[config.mk]
export PLATFORM = sky130hd
export DESIGN_NAME = ebc_ctrl
export DESIGN_NICKNAME = d
export VERILOG_FILES = /design/src/include/ebc_pkg.sv /design/src/hw/ebc_machine_clock_out.sv /design/src/hw/ebc_ctrl.sv
export VERILOG_INCLUDE_DIRS = /design/src /design/src/include
export SDC_FILE = /design/constraint.sdc
export NUM_CORES = 1
export LEC_CHECK = 0
export BUFFER_PORTS_ARGS = -buffer_cell sky130_fd_sc_hd__buf_4
export CAP_MARGIN = 20
export CORE_ASPECT_RATIO = 1.4
export CORE_MARGIN = 10
export CORE_UTILIZATION = 38
export CTS_CLUSTER_DIAMETER = 100
export DETAILED_ROUTE_END_ITERATION = 7
export GPL_TIMING_DRIVEN = 0
export PLACE_DENSITY_LB_ADDON = 0.12
export SKIP_CTS_REPAIR_TIMING = 1
export SLEW_MARGIN = 15
export SYNTH_ARGS = -nofsm -noshare
export SYNTH_HDL_FRONTEND = slang
export SYNTH_SLANG_ARGS = --single-unit
export TNS_END_PERCENT = 30
[constraint.sdc]
create_clock -name pclk -period 1.5 [get_ports pclk]
set_input_delay 0.15 -clock pclk [delete_from_list [all_inputs] [get_ports pclk]]
set_output_delay 0.15 -clock pclk [all_outputs]
set_load 0.005 [all_outputs]
[src/include/ebc_regs.svh]
`ifndef EBC_REGS_SVH
`define EBC_REGS_SVH

// Register byte offsets
`define EBC_CTRL_OFS        12'h000
`define EBC_STAT_OFS        12'h004

// Control register fields
`define EBC_CTRL_WS_LSB     0
`define EBC_CTRL_CLOCK_OUT_DISABLE_BIT 4
`define EBC_CTRL_RST        32'h0000_0000

// Status register fields
`define EBC_STAT_STATE_LSB  0
`define EBC_STAT_HOLD_BIT   2
`define EBC_STAT_EMIF_BIT   3
`define EBC_STAT_BUSY_BIT   4

// Least software wait count at which ready is sampled
`define EBC_READY_MIN_WS    2

`endif

[src/include/ebc_pkg.sv]
package ebc_pkg;

	typedef enum logic [1:0]
	{
		EBC_IDLE = 2'b00,
		EBC_ACC  = 2'b01,
		EBC_HOLD = 2'b10
	} ebc_state_e;

	typedef enum logic [1:0]
	{
		EBC_SP_PROG = 2'b00,
		EBC_SP_DATA = 2'b01,
		EBC_SP_IO   = 2'b10
	} ebc_space_e;

endpackage

[src/hw/ebc_machine_clock_out.sv]
`timescale 1ns/1ps
`default_nettype none

module ebc_machine_clock_out
	import ebc_pkg::*;
#(
	parameter int HALF = 1
)
(
	// Clock and reset
	input  wire logic pclk,
	input  wire logic presetn,
	// Control
	input  wire logic clock_out_disable,
	input  wire logic emu_float_n,
	// Pin
	output logic      mclk_out,
	output logic      mclk_oe_n,
	// Falling edge marks the start of a machine cycle
	output logic      mcycle_start
);

	logic [7:0] cnt_r;
	logic       clk_r;

	if (HALF < 1 || HALF > 255)
	begin : g_bad_half
		$error("ebc_machine_clock_out: HALF out of range");
	end

	always_ff @(posedge pclk or negedge presetn)
	begin
		if (!presetn)
		begin
			cnt_r <= 8'h00;
			clk_r <= 1'b1;
		end
		else if (clock_out_disable)
		begin
			// Parked high so restart begins with a clean falling edge
			cnt_r <= 8'h00;
			clk_r <= 1'b1;
		end
		else if (cnt_r == 8'(HALF - 1))
		begin
			cnt_r <= 8'h00;
			clk_r <= ~clk_r;
		end
		else
		begin
			cnt_r <= cnt_r + 8'h01;
		end
	end

	assign mclk_out     = clk_r;
	assign mclk_oe_n    = ~emu_float_n;
	assign mcycle_start = clk_r && !clock_out_disable && cnt_r == 8'(HALF - 1);

	a_clk_stops: assert property (@(posedge pclk) disable iff (!presetn)
		clock_out_disable ##1 clock_out_disable |=> $stable(mclk_out))
		else $error("clock output moved while disabled");
	a_clk_float: assert property (@(posedge pclk) disable iff (!presetn)
		!emu_float_n |-> mclk_oe_n)
		else $error("clock output driven while float low");
	a_clk_toggle: assert property (@(posedge pclk) disable iff (!presetn)
		(!clock_out_disable && cnt_r == 8'(HALF - 1))
		##1 !clock_out_disable |-> mclk_out != $past(mclk_out))
		else $error("clock output missed a toggle");

endmodule

`default_nettype wire

[src/hw/ebc_ctrl.sv]
`timescale 1ns/1ps
`default_nettype none
`include "ebc_regs.svh"

module ebc_ctrl
	import ebc_pkg::*;
#(
	parameter int WS_W = 4,
	parameter int HALF = 1
)
(
	// APB slave
	input  wire logic        pclk,
	input  wire logic        presetn,
	input  wire logic        psel,
	input  wire logic        penable,
	input  wire logic        pwrite,
	input  wire logic [11:0] paddr,
	input  wire logic [31:0] pwdata,
	output logic      [31:0] prdata,
	output logic             pready,
	output logic             pslverr,
	// Core access request
	input  wire logic        acc_req,
	input  wire logic        acc_write,
	input  wire logic [1:0]  acc_space,
	input  wire logic        acc_dma,
	input  wire logic        acc_addr18,
	output logic             acc_ready,
	output logic             acc_done,
	output logic             dma_io_local,
	// Mode and float pins
	input  wire logic        port_mode_select,
	input  wire logic        emu_float_n,
	// Ready pin (two-way)
	input  wire logic        ready_in,
	output logic             ready_out,
	output logic             ready_oe_n,
	input  wire logic        hp_data_ready,
	// Direction pin (two-way)
	input  wire logic        dir_in,
	output logic             dir_out,
	output logic             dir_oe_n,
	output logic             host_rw,
	// I/O strobe pin, shared with general pin 3
	input  wire logic        io_space_strobe_in,
	output logic             io_space_strobe_n,
	output logic             io_space_strobe_oe_n,
	input  wire logic        gp_pin_3_sub_a_out,
	input  wire logic        gp_pin_3_sub_a_oe_n,
	input  wire logic        timer_out_sub_a,
	input  wire logic        gp_sel_timer,
	output logic             gp_pin_3_sub_a_in,
	// Shared select / address bit 18 pin
	input  wire logic        sel_in,
	output logic             program_addr_bit_18,
	output logic             sel_oe_n,
	output logic             subsystem_select,
	// Hold
	input  wire logic        hold_req_n,
	output logic             bus_grant_out_n,
	output logic             grant_oe_n,
	output logic             bus_release,
	// Machine clock
	output logic             machine_clock_out,
	output logic             mclk_oe_n,
	output logic             mcycle_start
);

	localparam logic [WS_W-1:0] READY_MIN = WS_W'(`EBC_READY_MIN_WS);

	ebc_state_e      state_r;
	logic [WS_W-1:0] ws_cfg_r;
	logic [WS_W-1:0] ws_acc_r;
	logic [WS_W-1:0] wcnt_r;
	logic            clock_out_disable_r;
	logic            write_r;
	logic            io_space_strobe_r;
	logic            a18_r;
	logic            done_r;
	logic            dma_io_r;
	logic            emif;
	logic            hold_req;
	logic            start;
	logic            finish;
	logic            apb_wr;
	logic            apb_rd;

	// Count field must stay below the clock-off bit
	if (WS_W < 2 || WS_W > `EBC_CTRL_CLOCK_OUT_DISABLE_BIT)
	begin : g_bad_ws
		$error("ebc_ctrl: WS_W must be 2 to 4");
	end

	// Only CPU accesses reach the external I/O space
	function automatic logic cpu_io(input logic [1:0] sp, input logic dma);
		cpu_io = (sp == EBC_SP_IO) && !dma;
	endfunction

	function automatic logic dma_io(input logic [1:0] sp, input logic dma);
		dma_io = (sp == EBC_SP_IO) && dma;
	endfunction

	assign emif     = port_mode_select;
	assign hold_req = ~hold_req_n;

	// Hold wins ties in idle; accesses wait, never aborted
	assign acc_ready = emif && state_r == EBC_IDLE && !hold_req;
	assign start     = acc_req && acc_ready;
	// Ready ignored below the threshold; sampled low extends a cycle
	assign finish = state_r == EBC_ACC && wcnt_r == '0
		&& (ws_acc_r < READY_MIN || ready_in);

	always_ff @(posedge pclk or negedge presetn)
	begin
		if (!presetn)
		begin
			state_r <= EBC_IDLE;
		end
		else
		begin
			case (state_r)
				EBC_IDLE:
				begin
					if (start)
						state_r <= EBC_ACC;
					else if (hold_req && emif)
						state_r <= EBC_HOLD;
				end
				EBC_ACC:
				begin
					if (finish)
						state_r <= EBC_IDLE;
				end
				EBC_HOLD:
				begin
					if (!hold_req)
						state_r <= EBC_IDLE;
				end
				default:
				begin
					state_r <= EBC_IDLE;
				end
			endcase
		end
	end

	always_ff @(posedge pclk or negedge presetn)
	begin
		if (!presetn)
		begin
			ws_acc_r <= '0;
			wcnt_r   <= '0;
		end
		else if (start)
		begin
			ws_acc_r <= ws_cfg_r;
			wcnt_r   <= ws_cfg_r;
		end
		else if (state_r == EBC_ACC && wcnt_r != '0)
		begin
			wcnt_r <= wcnt_r - WS_W'(1);
		end
	end

	// Access-phase pin levels, held for the whole access
	always_ff @(posedge pclk or negedge presetn)
	begin
		if (!presetn)
		begin
			write_r  <= 1'b0;
			io_space_strobe_r <= 1'b0;
			a18_r    <= 1'b0;
		end
		else if (start)
		begin
			write_r  <= acc_write && !dma_io(acc_space, acc_dma);
			io_space_strobe_r <= cpu_io(acc_space, acc_dma);
			a18_r    <= acc_addr18 && acc_space == EBC_SP_PROG;
		end
		else if (finish)
		begin
			write_r  <= 1'b0;
			io_space_strobe_r <= 1'b0;
		end
	end

	always_ff @(posedge pclk or negedge presetn)
	begin
		if (!presetn)
		begin
			done_r   <= 1'b0;
			dma_io_r <= 1'b0;
		end
		else
		begin
			done_r   <= finish;
			// DMA I/O served internally, no external strobe
			dma_io_r <= start && dma_io(acc_space, acc_dma);
		end
	end

	assign acc_done     = done_r;
	assign dma_io_local = dma_io_r;

	// Ready pin
	assign ready_out  = hp_data_ready;
	assign ready_oe_n = emif;

	// Direction pin; rests high between writes
	assign dir_out  = ~write_r;
	assign dir_oe_n = !emif || !emu_float_n || state_r == EBC_HOLD;
	assign host_rw  = emif ? 1'b1 : dir_in;

	// I/O strobe pin, reused as general pin 3 in host mode
	assign io_space_strobe_n = emif ? ~io_space_strobe_r
		: (gp_sel_timer ? timer_out_sub_a : gp_pin_3_sub_a_out);
	assign io_space_strobe_oe_n = !emu_float_n || state_r == EBC_HOLD
		|| (!emif && !gp_sel_timer && gp_pin_3_sub_a_oe_n);
	assign gp_pin_3_sub_a_in = io_space_strobe_in;

	// Shared select pin
	assign program_addr_bit_18 = a18_r;
	assign sel_oe_n = !emif || !emu_float_n || state_r == EBC_HOLD;
	assign subsystem_select = sel_in;

	// Hold handshake
	assign bus_release     = state_r == EBC_HOLD;
	assign bus_grant_out_n = state_r != EBC_HOLD;
	assign grant_oe_n      = !emu_float_n;

	ebc_machine_clock_out #(
		.HALF (HALF)
	) ebc_machine_clock_out_i (
		.pclk              (pclk),
		.presetn           (presetn),
		.clock_out_disable (clock_out_disable_r),
		.emu_float_n       (emu_float_n),
		.mclk_out          (machine_clock_out),
		.mclk_oe_n         (mclk_oe_n),
		.mcycle_start      (mcycle_start)
	);

	// APB slave: zero wait states
	assign apb_wr  = psel && penable && pwrite;
	assign apb_rd  = psel && !penable && !pwrite;
	assign pready  = 1'b1;
	assign pslverr = psel && penable
		&& paddr != `EBC_CTRL_OFS && paddr != `EBC_STAT_OFS;

	always_ff @(posedge pclk or negedge presetn)
	begin
		if (!presetn)
		begin
			ws_cfg_r <= WS_W'(`EBC_CTRL_RST);
			clock_out_disable_r <= 1'b0;
		end
		else if (apb_wr && paddr == `EBC_CTRL_OFS)
		begin
			ws_cfg_r <= pwdata[`EBC_CTRL_WS_LSB +: WS_W];
			clock_out_disable_r <= pwdata[`EBC_CTRL_CLOCK_OUT_DISABLE_BIT];
		end
	end

	// Read data captured in setup, steady through access
	always_ff @(posedge pclk or negedge presetn)
	begin
		if (!presetn)
		begin
			prdata <= 32'h0000_0000;
		end
		else if (apb_rd)
		begin
			prdata <= 32'h0000_0000;
			if (paddr == `EBC_CTRL_OFS)
			begin
				prdata[`EBC_CTRL_WS_LSB +: WS_W] <= ws_cfg_r;
				prdata[`EBC_CTRL_CLOCK_OUT_DISABLE_BIT]     <= clock_out_disable_r;
			end
			else if (paddr == `EBC_STAT_OFS)
			begin
				prdata[`EBC_STAT_STATE_LSB +: 2] <= state_r;
				prdata[`EBC_STAT_HOLD_BIT]       <= hold_req;
				prdata[`EBC_STAT_EMIF_BIT]       <= emif;
				prdata[`EBC_STAT_BUSY_BIT]       <= state_r == EBC_ACC;
			end
		end
	end

	a_ready_extends: assert property (@(posedge pclk) disable iff (!presetn)
		state_r == EBC_ACC && wcnt_r == '0 && ws_acc_r >= READY_MIN
		&& !ready_in |=> state_r == EBC_ACC && !acc_done)
		else $error("access ended with ready low");
	a_ready_ignored: assert property (@(posedge pclk) disable iff (!presetn)
		state_r == EBC_ACC && wcnt_r == '0 && ws_acc_r < READY_MIN
		|=> state_r != EBC_ACC ##0 acc_done)
		else $error("ready not ignored below two waits");
	a_wait_length: assert property (@(posedge pclk) disable iff (!presetn)
		start && ws_cfg_r == WS_W'(1) |=> state_r == EBC_ACC ##1
		state_r == EBC_ACC ##1 state_r == EBC_IDLE)
		else $error("one wait state mistimed");
	a_dir_rest: assert property (@(posedge pclk) disable iff (!presetn)
		!dir_out |-> state_r == EBC_ACC)
		else $error("direction low outside write");
	a_dir_write: assert property (@(posedge pclk) disable iff (!presetn)
		start && acc_write && !acc_dma |=> !dir_out)
		else $error("write did not drive direction low");
	a_io_space_strobe_dma: assert property (@(posedge pclk) disable iff (!presetn)
		start && acc_dma |=> !io_space_strobe_r
		&& dma_io_local == ($past(acc_space) == EBC_SP_IO))
		else $error("dma access raised the strobe");
	a_io_space_strobe_cpu: assert property (@(posedge pclk) disable iff (!presetn)
		start && cpu_io(acc_space, acc_dma) |=> !io_space_strobe_n)
		else $error("cpu I/O access without strobe");
	a_hold_after_acc: assert property (@(posedge pclk) disable iff (!presetn)
		state_r == EBC_ACC && !finish |=> state_r != EBC_HOLD)
		else $error("hold granted mid-access");
	a_hold_grant: assert property (@(posedge pclk) disable iff (!presetn)
		state_r == EBC_IDLE && hold_req && emif && !acc_req
		|=> !bus_grant_out_n && bus_release && dir_oe_n && io_space_strobe_oe_n)
		else $error("hold not granted with lines floated");
	a_float_all: assert property (@(posedge pclk) disable iff (!presetn)
		!emu_float_n |-> dir_oe_n && io_space_strobe_oe_n && grant_oe_n && sel_oe_n)
		else $error("output driven while float low");
	a_host_pins: assert property (@(posedge pclk) disable iff (!presetn)
		!emif |-> !ready_oe_n && dir_oe_n && sel_oe_n && !acc_ready)
		else $error("host mode pin directions wrong");
	a_emif_ready_in: assert property (@(posedge pclk) disable iff (!presetn)
		emif |-> ready_oe_n)
		else $error("ready pin driven in memory mode");

endmodule

`default_nettype wire

Word-level counts from Yosys, hierarchy flattened
Index checks and enable logic that the tools add are counted.

Add/sub/neg operators: 2. Magnitude comparators: 1. Equality and inequality tests: 9. Multiplexer cells: 19. Bitwise operators: 5. Reductions and logical operators: 47.

Operators by type and width (count): 1-bit logical AND (23); 8-bit two-way mux (2); 12-bit by 3-bit equality test with 1-bit output (second input constant) (1); 12-bit zero test (1); 12-bit by 3-bit inequality test with 1-bit output (second input constant) (1); 12-bit nonzero test (1); 5-bit two-way mux (2); 8-bit by 1-bit adder with 8-bit output (second input constant) (1); 1-bit zero test (8); 8-bit zero test (1); 1-bit two-way mux (8); 2-bit two-way mux (4); 4-bit two-way mux (2); 2-bit inequality test (second input constant) (3); 2-bit case mux with 3 select lines (1); 2-bit nonzero test (3); 1-bit logical OR (5); 1-bit inverter (5); 2-bit equality test (second input constant) (2); 2-bit zero test (2); 4-bit zero test (1); 4-bit by 2-bit less-than comparator with 1-bit output (second input constant) (1); 4-bit nonzero test (1); 4-bit by 1-bit subtractor with 4-bit output (second input constant) (1); 3 further kinds (3).

Register bits: 34. Input bits: 67. Output and inout bits: 54.

Longest topological paths before layout
Gate-level depths: netlist of run 1.

Depth after elaboration: 6. Depth in mapped cells: 5.

By module
A second synthesis of run 1 with hierarchy kept.

Cells, all modules: 194. Area, all modules: 1934.4 sq um.

By module, submodules not included: ebc_ctrl (times used 1, cells an instance 147, area an instance 1482.7 sq um, sequential area each 600.6 sq um); ebc_machine_clock_out (times used 1, cells an instance 47, area an instance 451.7 sq um, sequential area each 226.5 sq um).

Worst setup path after synthesis of run 1
Ideal clock, no wire load.

Path kind: register to register. Start point: reg wcnt_r[0]. End point: reg io_space_strobe_r. Library setup time: 0.131 ns. Arrival: 1.469 ns. Path slack: -0.100 ns. Cell stages (with the launch flop): 6. Clock period less this slack: 1.600 ns. Cells stage by stage: dfrtp_1 > inv_1 > ha_1 > or3b_2 > a211oi_1 > o31ai_1.

Longest elaborated chain between the ends: 4.

RTL lines: from (decl) (RTL line ebc_ctrl.sv:75) `logic [WS_W-1:0] wcnt_r;`; from (signal assigned) (RTL line ebc_ctrl.sv:158) `wcnt_r <= ws_cfg_r;`; from (signal assigned) (RTL line ebc_ctrl.sv:162) `wcnt_r <= wcnt_r - WS_W'(1);`; 4-bit zero test (RTL line ebc_ctrl.sv:111) `assign finish = state_r == EBC_ACC && wcnt_r == '0`; 1-bit logical AND (RTL line ebc_ctrl.sv:111); 1-bit logical AND (RTL line ebc_ctrl.sv:112) `&& (ws_acc_r < READY_MIN || ready_in);`; named net finish (RTL line ebc_ctrl.sv:85) `logic finish;`; 2-bit nonzero test (no line); to (signal assigned) (RTL line ebc_ctrl.sv:178) `io_space_strobe_r <= cpu_io(acc_space, acc_dma);`; to (decl) (RTL line ebc_ctrl.sv:78) `logic io_space_strobe_r;`.

The timed path passes the listed nets, and every way through them passes these cells. A chain may end at the register's enable or synchronous reset.

Final worst setup path of run 1
Start point: reg ebc_machine_clock_out_i.cnt_r[0]. End point: out mcycle_start.

Longest elaborated chain between the ends: 2.

RTL lines: from (decl) (RTL line ebc_machine_clock_out.sv:23) `logic [7:0] cnt_r;`; from (signal assigned) (RTL line ebc_machine_clock_out.sv:51) `cnt_r <= cnt_r + 8'h01;`; 8-bit zero test (RTL line ebc_machine_clock_out.sv:57) `assign mcycle_start = clk_r && !clock_out_disable && cnt_r == 8'(HALF - 1);`; 1-bit logical AND (RTL line ebc_machine_clock_out.sv:57); to (decl) (RTL line ebc_ctrl.sv:67) `output logic mcycle_start`.

No other way between the ends.

==> metrics.txt, run 1 <==
sequential fraction of design power between 40% and 50%; Sink Count 33; flops & latches, synth 33; Ports 121; Starting Density between 30% and 40%; hold path depth 2; Mean Syn Cell Area 9.779 um2; CP max stage delay 0.48 ns; drt first pass iters 4; post-synth top area share 41.99%; count leader, synth buf_4; CP Launch Point ebc_machine_clock_out_i.cnt_r[0]; Setup WS pre-CTS -0.2619 ns; Slew Viols, Final 0; Post-Place Cells 346; crit path max-delay cell type or4b_4; core area around 0.0048 mm2; Hold Fails Final Rpt 0; Synth top cells by count 34 x buf_4, 32 x dfrtp_1, 12 x inv_1; sequential cell area fraction in the yosys report 43.37%; pwr/cell area ~920 mW/mm2; Die ar. 0.008292 mm2; area delta synth->final 44.16%; YS warnings 0; Cell Area, Synth 0.001907 mm2; clk_lat worst skew 0.28 ns; DR DRC count 0; I/O Buffers 61; reg2reg start ebc_machine_clock_out_i.cnt_r[0]; Clk network pwr share 28.7%; Worst Path Required 1.35 ns; Vias 1,626; H-tree depth 2; DIE HEIGHT 103.8 um; Final period util 123.1%; clk buf depth 2; crit path DAT 1.70 ns; violated checks negative setup slack; Final setup viols 11; ANT nets after route 0; final worst path period need 1.847 ns; Fmax 0.5414 GHz; Final Hold Slack about 0.037 ns; Overflow after GRT 0; final total power between 2 and 3 mW; Die W 79.87 um; Finished Layout Cells 358; Net Sw Frac between 20% and 30%; Reg-to-Reg End ebc_machine_clock_out_i.mclk_out; cell accounting for the most synthesized area dfrtp_1; WL final a little under 5 mm; final core utilization a little under three fifths; Final Skew 0.007088 ns; Worst setup EP type output port; Startpoint Class flip-flop; buffer and inverter count on the worst path 2; Netlist cell types 45; Worst setup endpoint mcycle_start; Reg clk slew, reported paths 0.07 ns; Max VDD drop 474.6 uV; total CTS buffers 5; ANT cells 0; multi-input gate area in the final layout 920.9 um2; combinational power share between 20% and 30%; Hold Path Class input pin to flip-flop; CP Cell Sequence inv_1 > ha_1 > or4b_4 > nor4_2 > buf_4; initial antenna violation count 0; asr flop ratio synth 100.0%; synthesized instance count 195; register area 828.3 um2; HP Start hold_req_n; Layout Nets 363; Post-synth EDFFs 0; Post-synth top flop dfrtp_1; row cnt 30; filler instances 466; outcome finished, violations left; root buffer cell clkbuf_8; total track usage 11.59%; Vias/cell about 4.5; routability cong. 0.7551; layout cells sized above 1 45.58%; critical path type flip-flop to output port; first-pass GRT wire length 7.872 mm; vias in the first global route approximately 1.8k; largest net degree at the start of global routing 34; Reg2Reg Setup Slack -0.12 ns; RSZ-0062 raised after global routing yes; DR iter-0 viols 23; delay-heaviest family, CP simple AND/OR/NAND/NOR gates; dpl hpwl ~4 mm; Crit path depth 5; top post-synthesis cells by area dfrtp_1 42%, buf_4 13%, mux2_2 4.1%; FF-to-FF path depth 5; CTS tree done; Worst Setup Slack, final -0.3471 ns; max cap viols 0; CP Max Fanout 4; switching power 0.7206 mW; wire length per cell 13.43 um; internal power 1.821 mW; Leak Pwr 1.438 nW
[flip-flops by register name (all words and copies together) (netlist names), 2 cells and up]
register and count:
ebc_machine_clock_out_i.cnt_r 8, ws_cfg_r 4, wcnt_r 4, state_r 2
prdata 5, ws_acc_r 3
[area by class of cell]
cell class	count	share of cell area, %
multi-input cells	139	33.50
inverters	12	1.639
repair buffers	65	17.84
clock buffers	7	3.505
well taps	64	2.913
plain buffers	37	10.29
flip-flops and latches	33	30.13
clock inverters	1	0.1821
[kinds of logic after synthesis]
family | after synthesis | share of synthesized area [%]
AOI/OAI and AO/OA | 29 | 9.711
xor gates and xnor gates | 3 | 1.378
adders and majority gates | 3 | 1.969
muxes | 12 | 6.759
buffers and inverters | 49 | 16.86
other | 2 | 0.3938
DFF | 33 | 43.37
and+or+nand+nor | 64 | 19.55
[routing by layer]
metal | wire length [um] | up-vias | GRT usage [%]
li1 | - | 816 | -
met1 | 1737 | 748 | 11.11
met2 | 2515 | 57 | 20.44
met3 | 510 | 5 | 6.488
met4 | 45 | 0 | 3.030
met5 | 0 | - | 0
[cell usage in the layout (no fill, tap or decap), types with 2 or more instances in the layout]
cell type,synthesis,routed
a221o_1,2,2
mux2_2,7,6
inv_1,12,10
dfrtp_1,32,31
a21oi_1,5,4
nand2_1,11,10
o31ai_1,2,2
nand3_1,7,7
ha_1,3,2
buf_4,34,98
nor4_1,3,2
nor2b_1,3,2
nand2b_1,2,2
clkbuf_8,0,7
and4b_1,2,2
o21ai_0,10,10
mux2i_1,5,5
nor3_1,6,6
nor3b_1,4,4
nor2_1,8,8
nand4_1,4,4
inv_2,0,2
xor2_1,2,2
conb_1,2,28
buf_6,1,2
or3_1,4,4
[power by group through the flow]
stage	combinational (mW)	clock, mW	sequential [mW]
global route	0.838	0.788	1.09
CTS	0.679	0.750	1.06
detailed placement	0.676	0	1.08
floorplan	0.425	0	1.06
global placement	0.668	0	1.08
finish	0.742	0.731	1.07
[worst min-delay path by stage]
| stage | endpoint |
|---|---|
| after global placement | ebc_machine_clock_out_i.cnt_r[4] |
| final | state_r[1] |
| after CTS | ws_acc_r[2] |
| after global routing | state_r[1] |
| after floorplan | acc_done |
| after detailed placement | ebc_machine_clock_out_i.cnt_r[6] |
[stage by stage]
step | instance area [um2] | TNS [ns]
2_1_floorplan | 2012 | -0.2839
3_3_place_gp | 2550 | -2.630
3_5_place_dp | 2550 | -3.205
4_1_cts | 2651 | -2.925
5_1_grt | 2749 | -1.750
6_report | 2749 | -1.046
Power figures use the tool's default switching activity.
==> inputs of run 2 (changes only) <==
SETUP_SLACK_MARGIN = 0.1   (was unset)
==> run 2 against run 1 <==
- the run still ends with negative setup slack left
- fmax is 3.9% higher
- combinational power hardly changed
- critical path type unchanged
- design area is 0.68% lower
- via count is 0.62% lower
- first-iteration DRC count is 4.3% lower
==> metrics.txt, run 2 (synthesized netlist as in run 1, its figures left out) <==
first-pass GRT wire length 7.734 mm (-1.8%); crit path DAT 1.63 ns (-0.07 ns); final worst path period need 1.777 ns (-0.06993 ns); wire length per cell 13.23 um (-1.5%); Vias/cell 4.514 (-0.62%); Clk network pwr share 25.8% (-2.9 points); total CTS buffers 5 (unchanged); filler instances 450 (-3.4%); routability cong. 0.7597 (+0.61%); Sink Count 33 (unchanged); Final Skew 0.003706 ns (-0.003382 ns); violated checks negative setup slack; Worst Setup Slack, final -0.2772 ns (+0.06993 ns); Slew Viols, Final 0 (unchanged); Worst setup EP type output port; Overflow after GRT 0 (unchanged); Worst Path Required 1.35 ns (about the same); Vias 1,616 (-0.62%); WL final 4.737 mm (-1.5%); ANT cells 0 (unchanged); outcome finished, violations left; critical path type flip-flop to output port; switching power 0.7021 mW (-2.6%); sequential fraction of design power 43.9% (+1.8 points); clk buf depth 2 (unchanged); most common cell after layout, fill and taps aside buf_4; DR DRC count 0 (unchanged); area delta synth->final 43.18%; core area 0.004842 mm2 (unchanged); CP Max Fanout 3 (-1); final core utilization 56.38% (-0.39 points); Starting Density 39.38% (unchanged); DR iter-0 viols 22 (-4.3%); Largest register FFs 8 (unchanged); clk_lat worst skew 0.28 ns (about the same); initial antenna violation count 0 (unchanged); Final period util 118.5% (-4.7 points); Hold Path Class input pin to flip-flop; drt first pass iters 4 (unchanged); largest net degree at the start of global routing 34 (unchanged); I/O Buffers 61 (unchanged); Fmax 0.5627 GHz (+3.9%); H-tree depth 2 (unchanged); Ports 121 (unchanged); row cnt 30 (unchanged); Biggest register ebc_machine_clock_out_i.cnt_r; Net Sw Frac 28.79% (+0.44 points); final setup TNS -1.894 ns (-0.8478 ns); pwr/cell area 893.3 mW/mm2 (-3.4%); max cap viols 0 (unchanged); Max VDD drop 623.2 uV (+31%); CTS tree done; Startpoint Class flip-flop; DIE HEIGHT 103.8 um (unchanged); root buffer cell clkbuf_8; RSZ-0062 raised after global routing yes; Leak Pwr 1.425 nW (-0.86%); Die ar. 0.008292 mm2 (unchanged); Largest regs ebc_machine_clock_out_i.cnt_r: 8 flops, prdata: 5 flops; vias in the first global route 1,711 (-2.8%); Hold Fails Final Rpt 0 (unchanged); internal power 1.737 mW (-4.6%); Die W 79.87 um (unchanged); total track usage 11.34% (-0.25 points); commonest non-fill, non-tap cells in the layout 98 x buf_4, 30 x dfrtp_1, 28 x conb_1; layout cells sized above 1 44.56% (-1.0 points); combinational power share 30.4% (+1.2 points); Setup WS pre-CTS -0.2665 ns (-0.004558 ns); Layout Nets 363 (unchanged); Reg clk slew, reported paths 0.06 ns (about the same); dpl hpwl 3.938 mm (-1.3%); ANT nets after route 0 (unchanged); Final setup viols 12 (+1)
-- run 2: cell types whose count changed in the layout (fill, tap and decap cells not counted), sizes merged --
cell / previous run / this run
clkbuf: 7 / 8
clkinv: 1 / 0
-- run 2: power groups by stage --
stage          clock network (mW)  logic, mW  registers (mW)
6_report                    0.628      0.740            1.07
5_1_grt                     0.687      0.819            1.09
4_1_cts                     0.650      0.682            1.06
3_5_place_dp                    0      0.681            1.08
3_3_place_gp                    0      0.673            1.08
2_1_floorplan                   0      0.429            1.06
-- run 2: per-layer routing --
layer  GRT usage [%]  vias to the layer above  part of all wire [%]
met5               0                        -                     0
met4           2.273                        0                  0.80
met3           6.488                        4                    10
met2           19.69                       54                    53
met1           11.35                      741                    35
li1                -                      817                     -
-- run 2: worst max-delay path: stages (launching register included) --
cell and delay, ns:
dfrtp_1 0.39, inv_1 0.06, ha_1 0.13, or4b_4 0.49, nor4_4 0.14, buf_4 0.15
-- run 2: final cells by class --
class	count	area [um2]	area share (%)
Multi-Input combinational cell	139	922.1	33.78
Sequential cell	33	829.5	30.38
Timing Repair Buffer	65	490.5	17.97
Buffer	37	282.8	10.36
Clock buffer	8	80.08	2.933
Tap cell	64	80.08	2.933
Inverter	12	45.04	1.650
-- run 2: stage by stage --
step                      hold slack, ns  instances  power, mW  area, um2
after global routing             0.03827        358      2.594       2730
after CTS                        -0.1776        354      2.394       2633
after global placement            0.1241        346      1.752       2552
after detailed placement          0.1269        346      1.756       2552
final                            0.03852        358      2.439       2730
after floorplan                  -0.1456        221      1.485       2014
-- run 2: final timing paths --
| kind | startpoint | endpoint | slack (ns) | depth (start not counted) |
|---|---|---|---|---|
| worst max-delay path | ebc_machine_clock_out_i.cnt_r[0] | mcycle_start | -0.28 | 5 |
| worst min-delay path | hold_req_n | state_r[1] | 0.04 | 2 |
| worst max register to register | ebc_machine_clock_out_i.cnt_r[0] | ebc_machine_clock_out_i.mclk_out | -0.24 | 6 |
| worst min register to register | ebc_machine_clock_out_i.cnt_r[0] | ebc_machine_clock_out_i.cnt_r[0] | 0.46 | 1 |
| max in group asynchronous | presetn | ebc_machine_clock_out_i.mclk_out | 0.83 | 2 |
| min in group asynchronous | presetn | ebc_machine_clock_out_i.cnt_r[4] | 0.34 | 2 |
